`src/include/dtx_map.svh`:
```
// Constants for the data-transfer execution unit.
`ifndef DTX_MAP_SVH
`define DTX_MAP_SVH
`define DTX_IO_DATA_OFS 16'h0020
`define DTX_CYC_LOAD 2'h2
`define DTX_CYC_STORE 2'h2
`define DTX_CYC_PMEM 2'h3
`define DTX_CYC_STACK 2'h2
`define DTX_ONE 16'h0001
`define DTX_R0 5'h00
`define DTX_RESET_SP 16'h00df
`endif

```
`src/include/dtx_pkg.sv`:
```
// Types for the data-transfer execution unit.
package dtx_pkg;
    typedef enum logic [4:0] {
        DTX_OP_NOP = 5'h00,
        DTX_OP_LOAD_ABS = 5'h01,
        DTX_OP_WR_PTR = 5'h02,
        DTX_OP_WR_PTR_INC = 5'h03,
        DTX_OP_WR_PTR_DEC = 5'h04,
        DTX_OP_WR_OFS = 5'h05,
        DTX_OP_WR_ABS = 5'h06,
        DTX_OP_PMEM = 5'h07,
        DTX_OP_PMEM_INC = 5'h08,
        DTX_OP_PUSH = 5'h09,
        DTX_OP_POP = 5'h0a,
        DTX_OP_IN = 5'h0b,
        DTX_OP_OUT = 5'h0c,
        DTX_OP_SLEEP = 5'h0d,
        DTX_OP_KICK = 5'h0e,
        DTX_OP_BREAK = 5'h0f,
        DTX_OP_LOAD_IO = 5'h10
    } dtx_op_t;
    typedef enum logic [1:0] {
        DTX_PTR_X = 2'h0,
        DTX_PTR_Y = 2'h1,
        DTX_PTR_Z = 2'h2
    } dtx_ptr_t;
    typedef struct packed {
        dtx_op_t op;
        dtx_ptr_t ptr;
        logic [4:0] reg_idx;
        logic [15:0] addr;
        logic [5:0] disp;
        logic [5:0] port;
        logic use_r0;
    } dtx_cmd_t;
    typedef enum logic [3:0] {
        DTX_ST_IDLE = 4'h1,
        DTX_ST_MEM = 4'h2,
        DTX_ST_WAIT = 4'h4,
        DTX_ST_DONE = 4'h8
    } dtx_state_t;
    typedef struct packed {
        logic we;
        logic re;
        logic [15:0] addr;
        logic [7:0] wdata;
    } dtx_bus_t;
    typedef struct packed {
        dtx_state_t st;
        dtx_cmd_t cmd;
        logic [1:0] cnt;
        logic [15:0] ea;
        logic busy;
        logic done;
        dtx_bus_t dmem;
        logic pmem_re;
        logic [15:0] pmem_addr;
        logic io_we;
        logic io_re;
        logic [5:0] io_addr;
        logic [7:0] io_wdata;
        logic rf_we;
        logic [4:0] rf_idx;
        logic [7:0] rf_wdata;
        logic [15:0] x;
        logic [15:0] y;
        logic [15:0] z;
        logic [15:0] sp;
        logic sleep;
        logic kick;
        logic brk;
        logic [7:0] src;
    } dtx_state_s_t;
endpackage

```
`src/design/dtx_ptr_file.sv`:
```
// Pointer register bank X, Y, Z with registered read data.
module dtx_ptr_file
    import dtx_pkg::*;
(
    input wire logic clk_in,
    input wire logic rst_n_in,
    input wire logic we_in,
    input wire dtx_ptr_t sel_in,
    input wire logic [15:0] wdata_in,
    input wire dtx_ptr_t rsel_in,
    output logic [15:0] rdata_out
);
    logic [15:0] mem_r [3];
    genvar g;
    generate
        for (g = 0; g < 3; g++)
        begin : g_ptr
            always_ff @(posedge clk_in or negedge rst_n_in)
            begin
                if (!rst_n_in)
                    mem_r[g] <= 16'h0000;
                else if (we_in && sel_in == dtx_ptr_t'(g))
                    mem_r[g] <= wdata_in;
            end
        end
    endgenerate
    always_ff @(posedge clk_in or negedge rst_n_in)
    begin
        if (!rst_n_in)
            rdata_out <= 16'h0000;
        else if (rsel_in == DTX_PTR_Y)
            rdata_out <= mem_r[1];
        else if (rsel_in == DTX_PTR_Z)
            rdata_out <= mem_r[2];
        else
            rdata_out <= mem_r[0];
    end
endmodule

```
`src/design/dtx_exec.sv`:
```
// Execution unit for data-transfer and core-control instructions.
`include "dtx_map.svh"
// Contract
// - Absolute load copies data byte at instruction address to register, two cycles.
// - Post-increment pointer store writes at pointer, then adds one; two cycles.
// - Pre-decrement pointer store subtracts one first, then writes; two cycles.
// - Offset store writes at Y or Z plus q, pointer kept; two cycles.
// - Absolute store writes register at instruction address in two cycles.
// - Program fetch reads byte at Z into register or R0; three cycles.
// - Push stores register at stack location in two cycles.
// - Pop loads register from stack in two cycles.
// - Break only signals debug, single cycle, no flags.
// - Data-space address of I/O register is port address plus 0x20.
module dtx_exec
    import dtx_pkg::*;
(
    input wire logic clk_in,
    input wire logic rst_n_in,
    input wire logic start_in,
    input wire dtx_cmd_t cmd_in,
    input wire logic [7:0] rf_rdata_in,
    input wire logic [7:0] dmem_rdata_in,
    input wire logic [7:0] pmem_rdata_in,
    input wire logic [7:0] io_rdata_in,
    output logic [4:0] rf_ridx_out,
    output logic busy_out,
    output logic done_out,
    output dtx_bus_t dmem_out,
    output logic pmem_re_out,
    output logic [15:0] pmem_addr_out,
    output logic io_we_out,
    output logic io_re_out,
    output logic [5:0] io_addr_out,
    output logic [7:0] io_wdata_out,
    output logic rf_we_out,
    output logic [4:0] rf_widx_out,
    output logic [7:0] rf_wdata_out,
    output logic [15:0] z_out,
    output logic [15:0] sp_out,
    output logic sleep_out,
    output logic kick_out,
    output logic brk_out
);
    dtx_state_s_t s_r;
    dtx_state_s_t s_nxt;
    logic [15:0] ptr_val;
    logic ptr_we;
    dtx_ptr_t ptr_sel;
    logic [15:0] ptr_wdata;
    logic [15:0] base;

    // The pointer bank is mirrored in the state so the address is ready in the issue cycle.
    dtx_ptr_file u_ptr (
        .clk_in(clk_in),
        .rst_n_in(rst_n_in),
        .we_in(ptr_we),
        .sel_in(ptr_sel),
        .wdata_in(ptr_wdata),
        .rsel_in(cmd_in.ptr),
        .rdata_out(ptr_val)
    );

    always_comb
    begin
        s_nxt = s_r;
        ptr_we = 1'b0;
        ptr_sel = cmd_in.ptr;
        ptr_wdata = 16'h0000;
        base = (cmd_in.ptr == DTX_PTR_Y) ? s_r.y : (cmd_in.ptr == DTX_PTR_Z) ? s_r.z : s_r.x;
        s_nxt.done = 1'b0;
        s_nxt.dmem = '0;
        s_nxt.pmem_re = 1'b0;
        s_nxt.io_we = 1'b0;
        s_nxt.io_re = 1'b0;
        s_nxt.rf_we = 1'b0;
        s_nxt.sleep = 1'b0;
        s_nxt.kick = 1'b0;
        s_nxt.brk = 1'b0;
        case (s_r.st)
            DTX_ST_IDLE:
            begin
                if (start_in)
                begin
                    s_nxt.cmd = cmd_in;
                    s_nxt.src = rf_rdata_in;
                    s_nxt.busy = 1'b1;
                    s_nxt.st = DTX_ST_MEM;
                    s_nxt.cnt = `DTX_CYC_STORE;
                    case (cmd_in.op)
                        DTX_OP_LOAD_ABS, DTX_OP_WR_ABS:
                            s_nxt.ea = cmd_in.addr;
                        DTX_OP_LOAD_IO:
                            s_nxt.ea = {10'h000, cmd_in.port} + `DTX_IO_DATA_OFS;
                        DTX_OP_WR_PTR, DTX_OP_WR_PTR_INC:
                            s_nxt.ea = base;
                        DTX_OP_WR_PTR_DEC:
                            s_nxt.ea = base - `DTX_ONE;
                        DTX_OP_WR_OFS:
                            s_nxt.ea = base + {10'h000, cmd_in.disp};
                        DTX_OP_PMEM, DTX_OP_PMEM_INC:
                        begin
                            s_nxt.ea = s_r.z;
                            s_nxt.cnt = `DTX_CYC_PMEM;
                            s_nxt.pmem_re = 1'b1;
                            s_nxt.pmem_addr = s_r.z;
                            s_nxt.st = DTX_ST_WAIT;
                            if (cmd_in.use_r0)
                                s_nxt.cmd.reg_idx = `DTX_R0;
                        end
                        DTX_OP_PUSH:
                            s_nxt.ea = s_r.sp;
                        DTX_OP_POP:
                        begin
                            s_nxt.ea = s_r.sp + `DTX_ONE;
                            s_nxt.sp = s_r.sp + `DTX_ONE;
                        end
                        default:
                        begin
                            // Single-cycle operations finish in the issue cycle.
                            s_nxt.st = DTX_ST_IDLE;
                            s_nxt.busy = 1'b0;
                            s_nxt.done = 1'b1;
                            s_nxt.io_addr = cmd_in.port;
                            s_nxt.io_wdata = rf_rdata_in;
                            s_nxt.io_we = (cmd_in.op == DTX_OP_OUT);
                            s_nxt.io_re = (cmd_in.op == DTX_OP_IN);
                            s_nxt.sleep = (cmd_in.op == DTX_OP_SLEEP);
                            s_nxt.kick = (cmd_in.op == DTX_OP_KICK);
                            s_nxt.brk = (cmd_in.op == DTX_OP_BREAK);
                            s_nxt.rf_idx = cmd_in.reg_idx;
                        end
                    endcase
                    // Reads strobe at issue so the byte is written back in the second cycle.
                    if (cmd_in.op == DTX_OP_LOAD_ABS || cmd_in.op == DTX_OP_LOAD_IO ||
                        cmd_in.op == DTX_OP_POP)
                    begin
                        s_nxt.dmem.re = 1'b1;
                        s_nxt.dmem.addr = s_nxt.ea;
                        s_nxt.st = DTX_ST_DONE;
                    end
                end
            end
            DTX_ST_MEM:
            begin
                // Only stores and push reach this state; reads were strobed at issue.
                case (s_r.cmd.op)
                    default:
                    begin
                        s_nxt.dmem.we = 1'b1;
                        s_nxt.dmem.addr = s_r.ea;
                        s_nxt.dmem.wdata = s_r.src;
                        s_nxt.st = DTX_ST_IDLE;
                        s_nxt.busy = 1'b0;
                        s_nxt.done = 1'b1;
                        if (s_r.cmd.op == DTX_OP_WR_PTR_INC)
                            ptr_wdata = s_r.ea + `DTX_ONE;
                        else
                            ptr_wdata = s_r.ea;
                        ptr_we = (s_r.cmd.op == DTX_OP_WR_PTR_INC) ||
                                 (s_r.cmd.op == DTX_OP_WR_PTR_DEC);
                        ptr_sel = s_r.cmd.ptr;
                        if (ptr_we && s_r.cmd.ptr == DTX_PTR_X)
                            s_nxt.x = ptr_wdata;
                        if (ptr_we && s_r.cmd.ptr == DTX_PTR_Y)
                            s_nxt.y = ptr_wdata;
                        if (ptr_we && s_r.cmd.ptr == DTX_PTR_Z)
                            s_nxt.z = ptr_wdata;
                        if (s_r.cmd.op == DTX_OP_PUSH)
                            s_nxt.sp = s_r.sp - `DTX_ONE;
                    end
                endcase
            end
            DTX_ST_WAIT:
                s_nxt.st = DTX_ST_DONE;
            DTX_ST_DONE:
            begin
                s_nxt.st = DTX_ST_IDLE;
                s_nxt.busy = 1'b0;
                s_nxt.done = 1'b1;
                s_nxt.rf_we = 1'b1;
                s_nxt.rf_idx = s_r.cmd.reg_idx;
                if (s_r.cmd.op == DTX_OP_PMEM || s_r.cmd.op == DTX_OP_PMEM_INC)
                    s_nxt.rf_wdata = pmem_rdata_in;
                else
                    s_nxt.rf_wdata = dmem_rdata_in;
                if (s_r.cmd.op == DTX_OP_PMEM_INC)
                begin
                    s_nxt.z = s_r.z + `DTX_ONE;
                    ptr_we = 1'b1;
                    ptr_sel = DTX_PTR_Z;
                    ptr_wdata = s_r.z + `DTX_ONE;
                end
            end
            default:
                s_nxt.st = DTX_ST_IDLE;
        endcase
        if (s_r.io_re)
        begin
            // Port reads land one cycle after the strobe.
            s_nxt.rf_we = 1'b1;
            s_nxt.rf_wdata = io_rdata_in;
            // The port read's own index, since a start in its done cycle may move rf_idx.
            s_nxt.rf_idx = s_r.cmd.reg_idx;
        end
    end

    always_ff @(posedge clk_in or negedge rst_n_in)
    begin
        if (!rst_n_in)
        begin
            s_r <= '0;
            s_r.st <= DTX_ST_IDLE;
            s_r.sp <= `DTX_RESET_SP;
        end
        else
            s_r <= s_nxt;
    end

    assign rf_ridx_out = cmd_in.reg_idx;
    assign busy_out = s_r.busy;
    assign done_out = s_r.done;
    assign dmem_out = s_r.dmem;
    assign pmem_re_out = s_r.pmem_re;
    assign pmem_addr_out = s_r.pmem_addr;
    assign io_we_out = s_r.io_we;
    assign io_re_out = s_r.io_re;
    assign io_addr_out = s_r.io_addr;
    assign io_wdata_out = s_r.io_wdata;
    assign rf_we_out = s_r.rf_we;
    assign rf_widx_out = s_r.rf_idx;
    assign rf_wdata_out = s_r.rf_wdata;
    assign z_out = s_r.z;
    assign sp_out = s_r.sp;
    assign sleep_out = s_r.sleep;
    assign kick_out = s_r.kick;
    assign brk_out = s_r.brk;

    store_two_a: assert property (@(posedge clk_in) disable iff (!rst_n_in)
        (start_in && !busy_out && cmd_in.op == DTX_OP_WR_ABS) |-> ##2 (dmem_out.we &&
        dmem_out.addr == $past(cmd_in.addr, 2) && done_out))
        else $error("absolute store not issued at cycle two");
    load_two_a: assert property (@(posedge clk_in) disable iff (!rst_n_in)
        (start_in && !busy_out && cmd_in.op == DTX_OP_LOAD_ABS) |-> ##1 dmem_out.re ##1
        (rf_we_out && done_out))
        else $error("absolute load timing wrong");
    post_inc_a: assert property (@(posedge clk_in) disable iff (!rst_n_in)
        (start_in && !busy_out && cmd_in.op == DTX_OP_WR_PTR_INC && cmd_in.ptr == DTX_PTR_Z)
        |-> ##2 (dmem_out.we && z_out == dmem_out.addr + 16'h0001))
        else $error("post increment wrong");
    pre_dec_a: assert property (@(posedge clk_in) disable iff (!rst_n_in)
        (start_in && !busy_out && cmd_in.op == DTX_OP_WR_PTR_DEC && cmd_in.ptr == DTX_PTR_Z)
        |-> ##2 (dmem_out.we && z_out == dmem_out.addr && z_out == $past(z_out, 2) - 16'h0001))
        else $error("pre decrement wrong");
    offset_keep_a: assert property (@(posedge clk_in) disable iff (!rst_n_in)
        (start_in && !busy_out && cmd_in.op == DTX_OP_WR_OFS) |-> ##2 (dmem_out.we &&
        $stable(z_out)))
        else $error("offset store moved pointer");
    pmem_three_a: assert property (@(posedge clk_in) disable iff (!rst_n_in)
        (start_in && !busy_out && cmd_in.op == DTX_OP_PMEM) |-> ##1 pmem_re_out ##2
        (rf_we_out && done_out))
        else $error("program fetch timing wrong");
    push_sp_a: assert property (@(posedge clk_in) disable iff (!rst_n_in)
        (start_in && !busy_out && cmd_in.op == DTX_OP_PUSH) |-> ##2 (dmem_out.we &&
        dmem_out.addr == $past(sp_out, 2) && sp_out == dmem_out.addr - 16'h0001))
        else $error("push wrong");
    io_one_a: assert property (@(posedge clk_in) disable iff (!rst_n_in)
        (start_in && !busy_out && cmd_in.op == DTX_OP_OUT) |=> (io_we_out && done_out))
        else $error("port write not single cycle");
    kick_one_a: assert property (@(posedge clk_in) disable iff (!rst_n_in)
        (start_in && !busy_out && cmd_in.op == DTX_OP_KICK) |=> (kick_out && !busy_out))
        else $error("watchdog kick not single cycle");
    io_map_a: assert property (@(posedge clk_in) disable iff (!rst_n_in)
        (start_in && !busy_out && cmd_in.op == DTX_OP_LOAD_IO) |-> ##1
        (dmem_out.re && dmem_out.addr == {10'h000, $past(cmd_in.port)} + 16'h0020))
        else $error("io data address offset wrong");
    ptr_mirror_a: assert property (@(posedge clk_in) disable iff (!rst_n_in)
        ($past(cmd_in.ptr) == DTX_PTR_Z) |-> (ptr_val == $past(s_r.z)))
        else $error("pointer bank and mirror differ");
    cover_pop_c: cover property (@(posedge clk_in) dmem_out.re ##1 rf_we_out);
    cover_pmem_c: cover property (@(posedge clk_in) pmem_re_out);
    cover_sleep_c: cover property (@(posedge clk_in) sleep_out);
    cover_brk_c: cover property (@(posedge clk_in) brk_out);
endmodule

```
`config.mk`:
```
export PLATFORM = sky130hd
export DESIGN_NAME = dtx_exec
export DESIGN_NICKNAME = d
export VERILOG_FILES = /design/src/include/dtx_pkg.sv /design/src/design/dtx_ptr_file.sv /design/src/design/dtx_exec.sv
export VERILOG_INCLUDE_DIRS = /design/src /design/src/include
export SDC_FILE = /design/constraint.sdc
export NUM_CORES = 1
export LEC_CHECK = 0
export BUFFER_PORTS_ARGS = -buffer_cell sky130_fd_sc_hd__buf_2
export CAP_MARGIN = 5
export CORE_ASPECT_RATIO = 1.2
export CORE_MARGIN = 4
export CORE_UTILIZATION = 42
export CTS_CLUSTER_DIAMETER = 100
export DETAILED_ROUTE_END_ITERATION = 12
export PLACE_DENSITY = 0.72
export SYNTH_ARGS = -nofsm -noshare
export SYNTH_HDL_FRONTEND = slang
export SYNTH_SLANG_ARGS = --single-unit
```
`constraint.sdc`:
```
create_clock -name clk_in -period 2.5 [get_ports clk_in]
set_input_delay 0.5 -clock clk_in [delete_from_list [all_inputs] [get_ports clk_in]]
set_output_delay 0.5 -clock clk_in [all_outputs]
set_load 0.02 [all_outputs]
```
==> run summary <==
For this design the top-level I/O count stands at roughly 190. After layout, the worst path uses 107% of the clock period. The post-synthesis instance total is between 1000 and 1500. Leaving out fill and tap cells, the most frequent cell in the layout is buf_2. The average wire length per cell after detail routing is just over 20 um.

The share of Yosys cell area claimed by the top area cell type is about two fifths. The slew of the pin with the lowest slew margin came out at between 0.5 and 0.6 ns. The count of endpoints failing hold in the final timing report came out at 0.

The tree is rooted in a clkbuf_16. The largest vdd supply drop came out at 0.000470 V. Walking the worst path, the cells encountered are nor2b_1 > a211oi_2 > a21oi_2 > ha_2 > fa_2 > a21oi_4 > o32ai_4 > buf_4 > nor2_4 > xnor2_1 > a221o_1 > mux2_2. The routed length on met3 came out at around 2500 um.

The number of flops mapped to enable cells by yosys is 0. The worst slew margin relative to its limit came out at between 60% and 70%. In this run the number of H-tree levels came out at 4. The standard cell core area came out at roughly 26000 um2. The setup path with the least slack is of type reg2reg. In the routed design, unresolved DRC markers number 0. The count of nets left with antenna violations once routing finished came out at 0. The signal arrival time at the worst endpoint is between 3 and 4 ns. The total congestion overflow after global routing came out at 0. The floorplan step defined a die boundary enclosing roughly 29000 um2. Setup repair after global routing could not meet its margin everywhere. The flow ran to the end, but the final reports show violations.

The largest individual stage delay along the critical path comes from the cell dfrtp_1. The synthesized net count came out at between 1000 and 1500. The number of max-slew violations in the final report was 0. The clock tree from TritonCTS is built. The upper clock frequency limit is between 0.3 and 0.4 GHz. The area of all placed cells without fillers came out at 14000 um2. Buffers inserted during clock tree synthesis total 17. The final wirelength is between 30000 and 40000 um. The share of the core filled with cells came out at approximately 53%.

The sum of negative setup slack is -1.24 ns. The die width came out at 157 um. For this design the static power due to leakage is between 6 and 7 nW. The post-route minimum period is approximately 2.7 ns. The max capacitance violation total came out at 0. The post-CTS clock slew at the launch and capture registers of the worst setup and hold paths came out at 0.07 ns. Detailed routing inserted a total of 10300 vias. The worst setup path is launched from a flop. The post-synthesis sequential element count is 182. The met1 wire length is 14900 um. On the worst path, the slowest cell contributes a delay of about 0.37 ns. The cell accounting for the most synthesized area is dfrtp_1. The primary flip-flop cell chosen by synthesis mapping is dfrtp_1. The die is between 150 and 200 um tall. The mean area per synthesized cell is ~9.0 um2. For this run, the number of Yosys warnings is 0.

The length of routed met2 wiring came out at roughly 18000 um. The maximum clock path buffer count came out at 2. Detailed placement ended at an HPWL of ~28000 um.

In this run the cell area of the synthesized design comes to 11200 um2. The async set-reset flop share out of synthesis is 100%. The final weighted congestion in routability-driven placement is 0.968. The number of antenna violations at the first check in global routing came out at 1. The clock latency at the later pin of the worst-skew pair came out at roughly 0.45 ns. The first detailed-routing pass ran for 6 iterations. The area growth from synthesis to final layout came out at 25.1%.

The final worst-path setup slack is -0.184 ns. The final setup violation count is 11. The violation count after the first detailed-routing iteration is ~880.

The number of distinct library cells after synthesis is 81. Timing analysis after detailed placement gives a worst setup slack of -0.589 ns. The post-route clock skew came out at 0.0128 ns.

The worst setup path is captured at a flop. The detailed router used layers up to and including met4. The global-route wire length before repair came out at about 57000 um. The top cell types in the final layout, fill and taps aside, are buf_2, dfrtp_1, buf_4. The post-layout total power is between 8 and 9 mW. The global-route usage over all layers is between 20% and 30%.

The largest fanout on the critical path is 3. The required time reported for the critical path endpoint is between 2 and 3 ns. The number of placement rows came out at 65. Entering global routing, the biggest net connects 59 pins.

Ranked by total cell area, the synthesized netlist is headed by dfrtp_1, buf_4, nand2_1. In the routed layout, each cell is associated on average with a via count of about 5.7. The sink count of the clock tree is roughly 180. The number of global-route vias before repair is 9989. The count of input and output buffers came out at 190. The register area share after synthesis came out at just over 40%.

The min-delay analysis places its worst path in the category in2async. The power density normalized to cell area came out at slightly above 600 nW/um2. The initial core utilization came out at a little over two fifths. After detailed placement, the total cell area comes to approximately 13000 um2.

The final-stage net count came out at about 1600. The checks that failed: setup timing. Cells with a size suffix above 1 make up about 37% of the layout.
==> timing repair <==
action	in CTS	in global routing
pin swaps	24	42
hold buffers	0	0
resized for setup	34	49
hold endpoints to repair	0	0
setup endpoints to repair	15	20
buffers inserted	13	10
==> synthesized netlist by cell type (18+ instances only) <==
master and count:
and3_1 20, a211oi_1 22, buf_2 18, mux2i_1 33, dfrtp_1 174, a21oi_1 101
ha_1 19, xnor2_1 21, mux2_2 36, nor2b_1 20, nor3_1 30, clkbuf_1 49
nand3_1 27, nor2_1 89, nand2_1 148, o21ai_0 85, xor2_1 27, buf_4 112
==> sequential cells by signal (all words and copies together) (netlist names), 5 cells and up <==
name           cells
sp_out            16
dmem_out          26
z_out             16
rf_widx_out        5
pmem_addr_out     16
rf_wdata_out       8
s_r               72
io_wdata_out       8
io_addr_out        6
==> power breakdown <==
part	internal, mW	leakage (nW)	total (mW)	switching [mW]
Clock	1.49	0.289	2.73	1.24
Sequential	3.29	2.38	3.65	0.354
Combinational	0.971	3.99	2.34	1.37
Total	5.76	6.66	8.73	2.97
==> logic make-up after synthesis <==
logic type	synth area share, %
simple gates	17.5
compound gates	18.3
buf+inv	10.9
flops	40.8
mux	6.57
xor+xnor	3.76
fa+ha+maj	2.30
==> worst paths after layout <==
check                                    start         endpoint  slack [ns]  cells past startpoint
worst max-delay path                   s_r[59]         s_r[156]       -0.18                     12
worst min-delay path                  rst_n_in  io_wdata_out[7]        0.04                      1
worst max register to register         s_r[59]         s_r[156]       -0.18                     12
worst min register to register          s_r[3]           s_r[3]        0.47                      2
max in group asynchronous             rst_n_in         s_r[200]        1.76                      2
min in group clk_in             io_rdata_in[5]  rf_wdata_out[5]        0.26                      3
==> per-layer routing <==
metal / track usage [%] / vias to the layer above
met1: 32.6 / 4947
met3: 3.77 / 84
li1: - / 4740
met4: 8.97 / 0
met2: 40.6 / 483
met5: 0 / -
==> worst max-delay path, delay by kind of cell, from the launching register on <==
kind | cells | cell delay, ns
compound gates | 5 | 0.97
fa+ha+maj | 2 | 0.45
xor+xnor | 1 | 0.11
buf+inv | 1 | 0.19
simple gates | 2 | 0.22
mux | 1 | 0.26
flops | 1 | 0.37
==> per-stage QoR <==
stage / cells / hold WS, ns
after floorplan: 1248 / 0.204
after global placement: 1752 / 0.449
after detailed placement: 1752 / 0.454
after CTS: 1797 / 0.0432
after global routing: 1805 / 0.0624
final: 1805 / 0.0382
==> cell type report <==
type	instances	area, um2
Timing Repair Buffer	375	2520
Fill cell	2363	12300
Multi-Input combinational cell	865	5860
Clock inverter	13	144
Sequential cell	182	4560
Clock buffer	19	433
Antenna cell	1	2.50
Inverter	15	58.8
Tap cell	335	419
No activity file was read; power rests on OpenSTA's default activity.
